$ cat src/axis_seq_pkg.sv
// Package with timing constants, modes and carrier types for the sequencer
package axis_seq_pkg;
    // Clock rate
    localparam int CLK_PERIOD_PS = 5000;
    // Latency figures in microseconds, nominal values
    localparam int T_ZERO_MIN_US = 5500;
    localparam int T_INDEP_MIN_US = 15000;
    localparam int T_INTERP_MIN_US = 61000;
    localparam int T_ZERO_MAX_US = 14000;
    localparam int T_INDEP_MAX_US = 58000;
    localparam int T_INTERP_MAX_US = 94000;
    localparam int T_OTHER_AXIS_US = 99000;
    localparam int T_PERIPH_US = 3000;
    localparam int T_SPEED_POINT_US = 10000;
    // Cycle counts derived from the figures (exact products of whole cycles per microsecond, no rounding)
    localparam int CYC_PER_US = 1000000 / CLK_PERIOD_PS;
    localparam int C_ZERO_MIN = T_ZERO_MIN_US * CYC_PER_US;
    localparam int C_INDEP_MIN = T_INDEP_MIN_US * CYC_PER_US;
    localparam int C_INTERP_MIN = T_INTERP_MIN_US * CYC_PER_US;
    localparam int C_ZERO_MAX = T_ZERO_MAX_US * CYC_PER_US;
    localparam int C_INDEP_MAX = T_INDEP_MAX_US * CYC_PER_US;
    localparam int C_INTERP_MAX = T_INTERP_MAX_US * CYC_PER_US;
    localparam int C_OTHER_AXIS = T_OTHER_AXIS_US * CYC_PER_US;
    localparam int C_PERIPH = T_PERIPH_US * CYC_PER_US;
    localparam int C_SPEED_POINT = T_SPEED_POINT_US * CYC_PER_US;
    // Error code for start while busy
    localparam logic [7:0] ERR_START_BUSY = 8'h49;
    localparam logic [7:0] ERR_NONE = 8'h00;
    localparam int CNT_W = 32;

    // Operation kinds of a start request
    typedef enum logic [1:0] {
        OP_ZERO = 2'h0,
        OP_INDEP = 2'h1,
        OP_INTERP = 2'h2
    } op_kind_t;

    // Start request of one axis
    typedef struct packed {
        logic start;
        op_kind_t op;
        logic prev_cancelled;
        logic [4:0] speed_points;
    } start_req_t;

    // Status of one axis
    typedef struct packed {
        logic busy;
        logic pulse_enable;
        logic err_valid;
        logic [7:0] err_code;
    } axis_status_t;
endpackage

$ cat src/axis_start_timer.sv
// One axis start-processing timer with busy and pulse enable
`timescale 1ns/10ps
module axis_start_timer #(
    parameter int C_ZERO_MIN_P = axis_seq_pkg::C_ZERO_MIN,
    parameter int C_INDEP_MIN_P = axis_seq_pkg::C_INDEP_MIN,
    parameter int C_INTERP_MIN_P = axis_seq_pkg::C_INTERP_MIN,
    parameter int C_ZERO_MAX_P = axis_seq_pkg::C_ZERO_MAX,
    parameter int C_INDEP_MAX_P = axis_seq_pkg::C_INDEP_MAX,
    parameter int C_INTERP_MAX_P = axis_seq_pkg::C_INTERP_MAX,
    parameter int C_OTHER_P = axis_seq_pkg::C_OTHER_AXIS,
    parameter int C_PERIPH_P = axis_seq_pkg::C_PERIPH,
    parameter int C_POINT_P = axis_seq_pkg::C_SPEED_POINT
) (
    // Clock and reset
    input wire logic mclk,
    input wire logic reset,
    // Request and conditions
    input wire axis_seq_pkg::start_req_t req,
    input wire logic other_busy,
    input wire logic host_buffer_transfer,
    input wire logic periph_active,
    input wire logic done,
    // Status
    output axis_seq_pkg::axis_status_t status
);
    import axis_seq_pkg::*;

    typedef enum logic [3:0] {
        ST_IDLE = 4'b0001,
        ST_LOAD = 4'b0010,
        ST_WAIT = 4'b0100,
        ST_RUN = 4'b1000
    } state_t;

    state_t state;
    state_t next_state;
    logic [CNT_W-1:0] count;
    logic [CNT_W-1:0] base_cycles;
    logic [CNT_W-1:0] extra_cycles;
    logic start_seen;
    axis_status_t next_status;

    // Base latency from kind of operation and its history
    wire logic [CNT_W-1:0] min_sel = (req.op == OP_ZERO) ? C_ZERO_MIN_P[CNT_W-1:0]
        : (req.op == OP_INDEP) ? C_INDEP_MIN_P[CNT_W-1:0]
        : C_INTERP_MIN_P[CNT_W-1:0]; // RULE8
    wire logic [CNT_W-1:0] max_sel = (req.op == OP_ZERO) ? C_ZERO_MAX_P[CNT_W-1:0]
        : (req.op == OP_INDEP) ? C_INDEP_MAX_P[CNT_W-1:0]
        : C_INTERP_MAX_P[CNT_W-1:0]; // RULE9
    wire logic [CNT_W-1:0] kind_cycles = req.prev_cancelled ? max_sel
        : min_sel;
    wire logic [CNT_W-1:0] point_cycles = CNT_W'(req.speed_points)
        * C_POINT_P[CNT_W-1:0]; // RULE7
    wire logic [CNT_W-1:0] other_cycles = other_busy ? C_OTHER_P[CNT_W-1:0]
        : '0; // RULE5
    wire logic [CNT_W-1:0] periph_cycles = periph_active
        ? C_PERIPH_P[CNT_W-1:0] : '0; // RULE6
    wire logic start_rise = req.start && !start_seen;
    wire logic expired = (count == '0);

    // State selection; buffer transfers freeze the count
    always_comb begin
        next_state = state;
        unique case (state)
            ST_IDLE: if (start_rise) next_state = ST_LOAD;
            ST_LOAD: next_state = ST_WAIT;
            ST_WAIT: if (expired && !host_buffer_transfer) begin
                next_state = ST_RUN; // RULE2 RULE4
            end
            ST_RUN: if (done) next_state = ST_IDLE;
        endcase
    end

    // Status outputs as registered values
    always_comb begin
        next_status = status;
        next_status.err_valid = 1'b0;
        next_status.busy = (next_state == ST_RUN); // RULE2
        next_status.pulse_enable = (next_state == ST_RUN)
            && (state == ST_RUN); // RULE3
        if (start_rise && state == ST_RUN) begin
            next_status.err_valid = 1'b1; // RULE10
            next_status.err_code = ERR_START_BUSY;
        end
    end

    // State, counter and status registers
    always_ff @(posedge mclk) begin
        if (reset) begin
            state <= ST_IDLE;
            count <= '0;
            base_cycles <= '0;
            extra_cycles <= '0;
            start_seen <= 1'b0;
            status <= '{busy: 1'b0, pulse_enable: 1'b0, err_valid: 1'b0,
                err_code: ERR_NONE};
        end else begin
            state <= next_state;
            start_seen <= req.start;
            status <= next_status;
            if (state == ST_IDLE && start_rise) begin
                base_cycles <= kind_cycles + point_cycles;
                extra_cycles <= other_cycles + periph_cycles;
            end
            if (state == ST_LOAD) begin
                count <= base_cycles + extra_cycles; // RULE11
            end else if (state == ST_WAIT && !expired
                && !host_buffer_transfer) begin
                count <= count - 1'b1; // RULE4 RULE11
            end
        end
    end
endmodule

$ cat src/axis_start_busy_sequencer.sv
// Two-axis start-to-busy sequencer with battery-low signalling
// Behaviour
// [RULE1] Low battery lights lamp and flags controller
// [RULE2] Busy rises after start latency elapses
// [RULE3] Feed pulses only after busy and latency
// [RULE4] Buffer transfers hold off start processing
// [RULE5] Other axis running adds under 100 ms
// [RULE6] Peripheral intervention adds a few ms
// [RULE7] Each speed-change point adds about 10 ms
// [RULE8] Minimum latency after completed operations
// [RULE9] Maximum latency after cancelled operations
// [RULE10] Start while busy rejected with error
// [RULE11] Per-axis timers on system clock
`timescale 1ns/10ps
module axis_start_busy_sequencer #(
    // Latency counts in clock cycles; short values shorten simulation
    parameter int C_ZERO_MIN_P = axis_seq_pkg::C_ZERO_MIN,
    parameter int C_INDEP_MIN_P = axis_seq_pkg::C_INDEP_MIN,
    parameter int C_INTERP_MIN_P = axis_seq_pkg::C_INTERP_MIN,
    parameter int C_ZERO_MAX_P = axis_seq_pkg::C_ZERO_MAX,
    parameter int C_INDEP_MAX_P = axis_seq_pkg::C_INDEP_MAX,
    parameter int C_INTERP_MAX_P = axis_seq_pkg::C_INTERP_MAX,
    parameter int C_OTHER_P = axis_seq_pkg::C_OTHER_AXIS,
    parameter int C_PERIPH_P = axis_seq_pkg::C_PERIPH,
    parameter int C_POINT_P = axis_seq_pkg::C_SPEED_POINT
) (
    // Clock and reset
    input wire logic mclk,
    input wire logic reset,
    // Start requests per axis
    input wire axis_seq_pkg::start_req_t req_one,
    input wire axis_seq_pkg::start_req_t req_two,
    // Operation ends per axis
    input wire logic done_one,
    input wire logic done_two,
    // Contention sources
    input wire logic host_buffer_transfer,
    input wire logic periph_active,
    // Battery monitor
    input wire logic battery_low,
    // Axis status
    output logic busy_axis_one,
    output logic busy_axis_two,
    output logic pulse_enable_one,
    output logic pulse_enable_two,
    output logic err_valid_one,
    output logic err_valid_two,
    output logic [7:0] err_code_one,
    output logic [7:0] err_code_two,
    // Battery indications
    output logic battery_led,
    output logic battery_error
);
    import axis_seq_pkg::*;

    axis_status_t stat_one;
    axis_status_t stat_two;

    // Axis one timer; the other axis counts while busy
    axis_start_timer #(
        .C_ZERO_MIN_P(C_ZERO_MIN_P),
        .C_INDEP_MIN_P(C_INDEP_MIN_P),
        .C_INTERP_MIN_P(C_INTERP_MIN_P),
        .C_ZERO_MAX_P(C_ZERO_MAX_P),
        .C_INDEP_MAX_P(C_INDEP_MAX_P),
        .C_INTERP_MAX_P(C_INTERP_MAX_P),
        .C_OTHER_P(C_OTHER_P),
        .C_PERIPH_P(C_PERIPH_P),
        .C_POINT_P(C_POINT_P)
    ) timer_one (
        .mclk(mclk),
        .reset(reset),
        .req(req_one),
        .other_busy(stat_two.busy), // RULE5
        .host_buffer_transfer(host_buffer_transfer),
        .periph_active(periph_active),
        .done(done_one),
        .status(stat_one)
    );

    // Axis two timer
    axis_start_timer #(
        .C_ZERO_MIN_P(C_ZERO_MIN_P),
        .C_INDEP_MIN_P(C_INDEP_MIN_P),
        .C_INTERP_MIN_P(C_INTERP_MIN_P),
        .C_ZERO_MAX_P(C_ZERO_MAX_P),
        .C_INDEP_MAX_P(C_INDEP_MAX_P),
        .C_INTERP_MAX_P(C_INTERP_MAX_P),
        .C_OTHER_P(C_OTHER_P),
        .C_PERIPH_P(C_PERIPH_P),
        .C_POINT_P(C_POINT_P)
    ) timer_two (
        .mclk(mclk),
        .reset(reset),
        .req(req_two),
        .other_busy(stat_one.busy), // RULE5
        .host_buffer_transfer(host_buffer_transfer),
        .periph_active(periph_active),
        .done(done_two),
        .status(stat_two)
    );

    // Outputs straight from flip-flops inside the timers
    assign busy_axis_one = stat_one.busy;
    assign busy_axis_two = stat_two.busy;
    assign pulse_enable_one = stat_one.pulse_enable;
    assign pulse_enable_two = stat_two.pulse_enable;
    assign err_valid_one = stat_one.err_valid;
    assign err_valid_two = stat_two.err_valid;
    assign err_code_one = stat_one.err_code;
    assign err_code_two = stat_two.err_code;

    // Battery indications registered
    always_ff @(posedge mclk) begin
        if (reset) begin
            battery_led <= 1'b0;
            battery_error <= 1'b0;
        end else begin
            battery_led <= battery_low; // RULE1
            battery_error <= battery_low; // RULE1
        end
    end
endmodule

$ cat config.mk
export PLATFORM = sky130hd
export DESIGN_NAME = axis_start_busy_sequencer
export DESIGN_NICKNAME = d
export VERILOG_FILES = /design/src/axis_seq_pkg.sv /design/src/axis_start_timer.sv /design/src/axis_start_busy_sequencer.sv
export SDC_FILE = /design/constraint.sdc
export NUM_CORES = 1
export LEC_CHECK = 0
export BUFFER_PORTS_ARGS = -buffer_cell sky130_fd_sc_hd__buf_4
export CELL_PAD_IN_SITES_DETAIL_PLACEMENT = 0
export CELL_PAD_IN_SITES_GLOBAL_PLACEMENT = 1
export CORE_AREA = 2 2 273 140
export DETAILED_ROUTE_END_ITERATION = 7
export DIE_AREA = 0 0 275 142
export GPL_TIMING_DRIVEN = 1
export PLACE_DENSITY_LB_ADDON = 0.1
export SYNTH_ARGS = -nofsm -noshare
export SYNTH_HDL_FRONTEND = slang
export SYNTH_SLANG_ARGS = --single-unit
export TNS_END_PERCENT = 50
$ cat constraint.sdc
create_clock -name mclk -period 4.15 [get_ports mclk]
set_clock_uncertainty 0.1 [all_clocks]
set_input_delay 0.2075 -clock mclk [delete_from_list [all_inputs] [get_ports mclk]]
set_output_delay 0.2075 -clock mclk [all_outputs]
set_load 0.05 [all_outputs]
Word-level counts from Yosys, hierarchy flattened
Index checks and enable logic that the tools add are counted.
{"block": "word_totals", "reg_bits": 211, "input_bits": 25, "out_inout_bits": 24}
{"block": "classes", "addsub": 8, "multipliers": 2, "n_eq_ne": 12, "n_mux": 27, "reduce_logical": 25}
{"op": "2-to-1 mux 32 bit", "count": 10}
{"op": "adder 32 bit", "count": 4}
{"op": "2-to-1 mux 25 bit", "count": 4}
{"op": "adder 32 x 26 -> 32 bit", "count": 2}
{"op": "logical NOT 32 bit", "count": 2}
{"op": "subtractor 32 x 1 -> 32 bit, second input constant", "count": 2}
{"op": "2-to-1 mux 24 bit", "count": 2}
{"op": "multiplier 5 x 14 -> 19 bit, second input constant", "count": 2}
{"op": "one-hot mux 4 bit (4 select lines)", "count": 2}
{"op": "2-to-1 mux 4 bit", "count": 6}
{"op": "2-to-1 mux 20 bit", "count": 1}
{"op": "2-to-1 mux 9 bit", "count": 2}
{"op": "equality test 4 bit, second input constant", "count": 4}
{"op": "logical AND 1 bit", "count": 14}
{"op": "equality test 4 x 1 -> 1 bit, second input constant", "count": 2}
{"op": "equality test 4 x 2 -> 1 bit, second input constant", "count": 2}
{"op": "equality test 4 x 3 -> 1 bit, second input constant", "count": 2}
{"op": "logical NOT 1 bit", "count": 5}
{"op": "equality test 2 x 1 -> 1 bit, second input constant", "count": 2}
{"op": "logical NOT 2 bit", "count": 2}
{"op": "nonzero test 2 bit", "count": 2}

Logic depth before layout (Yosys ltp)
Gate-level depths: netlist (run 1).
{"block": "logic_depth", "ltp_word": 6, "ltp_mapped": 17, "depth_no_buf": 17}

By module
Synthesis (run 1) repeated with hierarchy kept, for this count alone.
{"block": "unflattened", "hier_cells": 1440, "area_unflattened_um2": 11805.1}
{"mod": "axis_start_timer at timer_one", "n_inst": 1, "cells_each": 713, "area_each_um2": 5899.4, "seq_area_each_um2": 1401.3}
{"mod": "axis_start_timer at timer_two", "n_inst": 1, "cells_each": 724, "area_each_um2": 5864.4, "seq_area_each_um2": 1401.3}
{"mod": "axis_start_busy_sequencer", "n_inst": 1, "cells_each": 3, "area_each_um2": 41.3, "seq_area_each_um2": 20.0}

Worst setup path before layout (run 1)
Ideal clock, no wire load.
{"block": "synth_timing", "path_type": "input to register", "startpoint": "input port req_one[2] (netlist bit)", "endpoint": "register timer_one.base_cycles[24]", "setup_ns": 0.074, "arrival_ns": 3.644, "path_slack_ns": 0.332, "stages": 17, "n_path_buf": 0, "path_cell_list": "ha_1 -> inv_1 -> fa_1 -> fa_1 -> inv_1 -> ha_1 -> and3_1 -> a21oi_1 -> o211a_1 -> xnor2_1 -> ha_1 -> and3_1 -> nand4_1 -> nand3_1 -> nand3_1 -> or3_1 -> a31oi_1"}
{"block": "synth_between", "elab_chain_len": 2}
{"item": "start: declaration", "line": "axis_start_busy_sequencer.sv:31", "source": "input wire axis_seq_pkg::start_req_t req_one,"}
{"item": "multiplier 5 x 14 -> 19 bit", "line": "axis_start_timer.sv:53", "source": "* C_POINT_P[CNT_W-1:0];"}
{"item": "adder 32 x 26 -> 32 bit", "line": "axis_start_timer.sv:102", "source": "base_cycles <= kind_cycles + point_cycles;"}
{"item": "end signal: assignment", "line": "axis_start_timer.sv:102"}
{"item": "end: declaration", "line": "axis_start_timer.sv:38", "source": "logic [CNT_W-1:0] base_cycles;"}
No other way between the ends.
A chain may end at the register's enable or synchronous reset.

Worst setup path in the final report (run 1)
{"block": "layout_timing", "startpoint": "input port req_two[2] (netlist bit)", "endpoint": "register timer_two.base_cycles[25]"}
{"block": "layout_between", "elab_chain_len": 2}
{"item": "start: declaration", "line": "axis_start_busy_sequencer.sv:32", "source": "input wire axis_seq_pkg::start_req_t req_two,"}
{"item": "multiplier 5 x 14 -> 19 bit", "line": "axis_start_timer.sv:53"}
{"item": "adder 32 x 26 -> 32 bit", "line": "axis_start_timer.sv:102"}
{"item": "end signal: assignment", "line": "axis_start_timer.sv:102"}
{"item": "end: declaration", "line": "axis_start_timer.sv:38"}
No other way between the ends.

==> results.json, run 1 <==
{
  "status": "completed",
  "antenna_found_initial": 0,
  "cts_buffers": 17,
  "min_path_type": "in2reg",
  "final_cells": 1939,
  "crit_buf_inv": 4,
  "place_congestion": 0.809,
  "wl_per_cell_um": 16.6,
  "hold_viol_final": 0,
  "synthFlopType": "dfxtp_1",
  "detail_route.iter0.violations": 663,
  "period_needed_ns": 3.79,
  "clkLatencyLatePin_ns": 0.44,
  "grt_setup_unrepaired": "false",
  "ys_types": 74,
  "crit_family": "adder cells",
  "gr-total-overflow": 0,
  "crit_type": "in2reg",
  "relSlewSlack": 0.440,
  "maxCapViolCount": 0,
  "powerDensity_nw_per_um2": 405,
  "seqCellArea_um2": 2820,
  "coreArea_um2": 36800,
  "slowest_stage": "fa_1",
  "grt_pass1_vias": 8631,
  "ys_warn_count": 0,
  "antenna_left": 0,
  "hp-start": "req_one[6]",
  "grt_max_degree": 54,
  "fin_nets": 1604,
  "n_fill_cell": 3952,
  "slew_violations": 0,
  "drive_gt1_frac": 0.0866,
  "routed_wl_um": 32300,
  "path_max_fanout": 4,
  "cts.sinks": 141,
  "root_buffer": "clkbuf_16",
  "multiInputGateArea_um2": 7920,
  "path_cells": "buf_4 -> ha_1 -> inv_1 -> fa_1 -> fa_1 -> inv_1 -> ha_1 -> buf_4 -> a21oi_1 -> nor3b_1 -> xnor2_1 -> ha_1 -> nor3_1 -> o211ai_1 -> o311ai_0 -> o31ai_1 -> xnor2_1 -> a211oi_1",
  "dpl.hpwl_um": 25100,
  "syn_area_um2": 11200,
  "start_kind": "primary input",
  "worst_slack_ns": 0.356,
  "dp_slack_ns": -0.112,
  "synth_edf_count": 0,
  "tightest_slew_ns": 0.837,
  "syn_avg_cell_area_um2": 8.09,
  "endpoint_kind": "register",
  "min_period_over_period": 0.914,
  "reg2reg_from": "timer_one.extra_cycles[19]",
  "io_buffers": 38,
  "syn_inst": 1387,
  "fp.dieW_um": 275,
  "syn_to_final_growth_pct": 13.9,
  "fp.dieH_um": 142,
  "setup_tns_ns": 0,
  "start_util": 0.305,
  "dr.pass1.iters": 8,
  "cp.required_ns": 4.40,
  "async_flop_share": 0,
  "ys_seq_area_frac": 0.251,
  "grt.total_usage": 0.169,
  "ir_drop_v": 0.000246,
  "critPathMaxStageDelay_ns": 0.51,
  "dieArea_um2": 39100,
  "crit_top_cell": "ha_1",
  "grt_pass1_wl_um": 51100,
  "clk_pin_slew_ns": 0.06,
  "crit_arrival_ns": 4.05,
  "cts.htree.levels": 4,
  "synth.ff_latch_count": 141,
  "p_leak_nw": 5.44,
  "drc": 0,
  "cts_tree": "yes",
  "dpl.cell_count": 1898,
  "num_rows": 50,
  "setup_viol": 0,
  "via_per_inst": 4.91,
  "startpoint": "req_two[2]",
  "fmax_mhz": 264,
  "vias": 9516,
  "ioPinCount": 49,
  "clockBufferDepth": 2
}
==> stage by stage <==
stage	total power, mW	hold WS, ns	utilization	instance area (µm²)
2_1_floorplan	3.02	0.236	-	11300
3_3_place_gp	3.64	0.325	0.329	12100
3_5_place_dp	3.62	0.328	0.329	12100
4_1_cts	5.23	0.0350	0.348	12800
5_1_grt	5.56	0.106	0.348	12800
6_report	5.18	0.0626	0.348	12800
==> cell families (layout without fill, tap and decap cells) <==
family                   count (synthesis)  in the layout  share of synthesized area
adder cells (fa/ha/maj)                148            148                      0.176
AND/OR/NAND/NOR                        492            492                      0.217
AO/OA/AOI/OAI                          342            342                      0.199
XOR/XNOR                               137            137                      0.107
other                                    1             11                   0.000334
flip-flops                             141            141                      0.251
multiplexers                             3              3                    0.00279
buffers and inverters                  123            171                     0.0477
==> sequential cells by signal (all words and copies together), names as in the netlist <==
register / count
timer_two.start_seen: 1
battery_error: 1
timer_two.state: 4
timer_one.state: 4
timer_two.extra_cycles: 7
timer_one.start_seen: 1
timer_two.base_cycles: 22
timer_two.status: 4
timer_one.count: 32
timer_one.base_cycles: 22
timer_one.extra_cycles: 7
timer_one.status: 4
timer_two.count: 32
==> cell usage in the layout (no fill, tap or decap), drive strengths merged, types with 48 or more instances in the layout <==
master / instances
nand2: 144
buf: 70
dfxtp: 141
nor3: 48
xnor2: 73
inv: 62
ha: 132
nor2: 121
xor2: 64
a21oi: 110
==> final timing paths <==
| path | endpoint | slack (ns) | depth (start not counted) |
|---|---|---|---|
| worst max-delay path | timer_two.base_cycles[25] | 0.36 | 18 |
| worst min-delay path | timer_one.base_cycles[5] | 0.06 | 4 |
| worst max register to register | timer_one.count[26] | 0.97 | 11 |
| worst min register to register | timer_one.base_cycles[19] | 0.36 | 2 |
==> report_power, final <==
| group | switching, mW | leakage, nW | internal (mW) | total [mW] |
|---|---|---|---|---|
| logic | 1.18 | 4.01 | 0.862 | 2.04 |
| clock network | 0.612 | 0.288 | 0.961 | 1.57 |
| registers | 0.114 | 1.15 | 1.45 | 1.56 |
| total | 1.90 | 5.44 | 3.27 | 5.18 |
==> cell type report <==
cell class | instances | share of cell area
clock inverters | 10 | 0.0109
diodes | 1 | 0.000196
clock buffers | 22 | 0.0355
inverters | 61 | 0.0179
multi-input cells | 1132 | 0.619
flip-flops and latches | 141 | 0.221
well taps | 494 | 0.0483
repair buffers | 78 | 0.0473
==> synth_stat cells, drive strengths merged, types with 16 or more instances <==
library cell  number  area, µm²
a31oi             17        106
inv               61        229
or3               27        174
nand2b            26        163
a21oi            110        551
dfxtp            141       2820
ha               132       1650
fa                16        320
nor4              16        100
a211oi            38        290
nor3              48        268
nand3             23        115
clkbuf            43        161
o21ai             47        235
nor2             121        454
a21o              30        225
nand2            144        541
xnor2             73        639
xor2              64        561
buf               19        145
==> per-layer routing <==
layer,wire length (µm),part of all wire,vias up,track usage
met5,0,0,-,0
met4,235,0.0073,0,0.0393
met3,836,0.026,13,0.0209
met2,10200,0.32,125,0.181
met1,21000,0.65,4329,0.311
li1,-,-,5049,-
==> worst reg2reg max path, stage by stage, from the launching register on <==
cell	delay, ns
dfxtp_1	0.35
ha_1	0.26
inv_1	0.08
fa_1	0.18
nand2b_1	0.19
a21oi_1	0.14
o41ai_1	0.61
o31ai_1	0.17
o21ai_0	0.42
mux2i_1	0.13
a21oi_1	0.34
a211oi_1	0.09
==> what timing repair did <==
item / CTS / global route
buffers inserted: 0 / 0
hold buffers: 8 / 0
endpoints found under the hold margin: 9 / 0
gates resized for setup: 0 / 0
No activity file was read; power rests on OpenSTA's default activity.
==> run 2: changes to the inputs <==
--- a/config.mk
+++ b/config.mk
@@ -13,6 +13,8 @@
 export DIE_AREA = 0 0 275 142
 export GPL_TIMING_DRIVEN = 1
 export PLACE_DENSITY_LB_ADDON = 0.1
+export SETUP_SLACK_MARGIN = 0.5
+export SLEW_MARGIN = 20
 export SYNTH_ARGS = -nofsm -noshare
 export SYNTH_HDL_FRONTEND = slang
 export SYNTH_SLANG_ARGS = --single-unit
==> run 2 against run 1 <==
  * Worst setup slack improved by 0.28 ns
  * Clock-buffer cell count decreased by 3
  * Critical path depth decreased by 5
  * Flip-flop and latch count unchanged
  * Non-clock buffer count decreased by 6
  * Final cell count decreased by 0.36%
  * Clock power about the same
  * Fmax increased by 8.0%
==> results.json, run 2 (synthesis gave the netlist of run 1 again) <==
{
  "fp.dieW_um": 275,
  "drive_gt1_frac": 0.107,
  "dieArea_um2": 39100,
  "coreArea_um2": 36800,
  "syn_to_final_growth_pct": 15.3,
  "fin_nets": 1598,
  "path_max_fanout": 10,
  "status": "completed",
  "grt_max_degree": 54,
  "relSlewSlack": 0.304,
  "placed_area_um2": 12100,
  "endpoint_kind": "register",
  "clk_pin_slew_ns": 0.06,
  "slew_violations": 0,
  "dp_slack_ns": 0.0330,
  "vias": 9683,
  "totalPowerFinal_mw": 5.29,
  "grt_setup_unrepaired": "true",
  "final_common_cell": "nand2_1",
  "layout_common_cells": "144 x nand2_1, 141 x dfxtp_1, 125 x ha_1, 121 x nor2_1, 104 x a21oi_1",
  "drc": 0,
  "grt_pass1_wl_um": 52600,
  "powerDensity_nw_per_um2": 409,
  "p_leak_nw": 5.44,
  "fin_area_um2": 12900,
  "crit_arrival_ns": 3.75,
  "final_cells": 1932,
  "clkLatencyLatePin_ns": 0.45,
  "grt.total_usage": 0.175,
  "n_fill_cell": 3841,
  "cts_tree": "yes",
  "dpl.hpwl_um": 26200,
  "detail_route.iter0.violations": 666,
  "dr.pass1.iters": 5,
  "cts.htree.levels": 4,
  "fmax_mhz": 285,
  "tightest_slew_ns": 1.04,
  "wl_per_cell_um": 17.3,
  "start_util": 0.305,
  "ioPinCount": 49,
  "via_per_inst": 5.01,
  "io_buffers": 38,
  "antenna_found_initial": 0,
  "largestRegisters": "timer_one.count: 32 flops, timer_two.count: 32 flops",
  "dpl.cell_count": 1886,
  "cts_buffers": 17,
  "period_needed_ns": 3.51,
  "diodes": 0,
  "grt_pass1_vias": 8778,
  "routed_wl_um": 33400,
  "min_path_type": "in2reg",
  "crit_type": "in2reg",
  "cp.required_ns": 4.39,
  "num_rows": 50,
  "setup_tns_ns": 0,
  "clockBufferDepth": 2,
  "fp.dieH_um": 142,
  "antenna_left": 0,
  "start_kind": "primary input",
  "gr-total-overflow": 0,
  "hold_viol_final": 0,
  "cts.sinks": 141,
  "root_buffer": "clkbuf_16",
  "worst_slack_ns": 0.637,
  "setup_viol": 0,
  "seqCellArea_um2": 2820,
  "ir_drop_v": 0.000298,
  "min_period_over_period": 0.847,
  "maxCapViolCount": 0,
  "multiInputGateArea_um2": 8120,
  "place_congestion": 0.806
}
## run 2: cell types whose count changed in the layout (fill, tap and decap cells not counted), moves of 3 or more
| cell | previous run | this run |
|---|---|---|
| o31ai_2 | 0 | 3 |
| clkbuf_1 | 4 | 0 |
| inv_2 | 0 | 3 |
| buf_4 | 70 | 62 |
| nand3_2 | 0 | 3 |
| inv_1 | 61 | 58 |
| clkinv_4 | 2 | 5 |
| o31ai_1 | 10 | 7 |
| ha_1 | 132 | 125 |
| a21oi_1 | 110 | 104 |
| nand3_1 | 23 | 20 |
| ha_4 | 0 | 5 |
| a21oi_2 | 0 | 6 |
## run 2: final timing paths
kind                                     to  slack, ns                       start  cells after the start
setup / recovery  timer_two.base_cycles[17]       0.64                  req_two[5]                     13
hold / removal     timer_two.base_cycles[5]       0.05                  req_two[6]                      4
setup reg to reg        timer_one.count[26]       0.94  timer_one.extra_cycles[19]                     11
hold reg to reg   timer_one.base_cycles[16]       0.36   timer_one.base_cycles[16]                      2
## run 2: per-stage QoR
stage,util,hold WS (ns)
floorplan,-,0.236
global placement,0.328,0.322
detailed placement,0.328,0.350
CTS,0.346,0.0286
global route,0.352,0.0389
finish,0.352,0.0526
## run 2: layout make-up
class | instances | area share
multi-input combinational | 1132 | 0.627
clock buffer | 19 | 0.0350
sequential | 141 | 0.218
timing repair buffer | 72 | 0.0439
clock inverter | 13 | 0.0102
inverter | 61 | 0.0177
tap | 494 | 0.0478
## run 2: worst max-delay path: stages
cell	delay [ns]
dlygate4sd3_1	0.53
buf_4	0.19
and2_1	0.21
or2_2	0.33
ha_1	0.35
o21a_1	0.18
o31a_1	0.13
o41ai_1	0.69
nand2b_1	0.23
a21o_1	0.24
a21oi_1	0.19
xnor2_1	0.09
a21o_1	0.17
## run 2: metal layers
metal,up-vias,GRT usage,wire (µm)
met5,-,0,0
met3,15,0.0255,1130
met2,158,0.191,10600
met1,4489,0.319,21400
li1,5021,-,-
met4,0,0.0333,196
## run 2: power by group
part | internal [mW] | leakage (nW) | switching (mW)
clock network | 0.869 | 0.282 | 0.677
logic | 0.926 | 4.01 | 1.26
registers | 1.45 | 1.15 | 0.117
## run 2: timing repair
item / CTS / global route
resized for setup: 0 / 32
hold endpoints to repair: 9 / 0
buffers inserted: 0 / 6
endpoints found under the setup margin: 0 / 11
hold buffers: 8 / 0
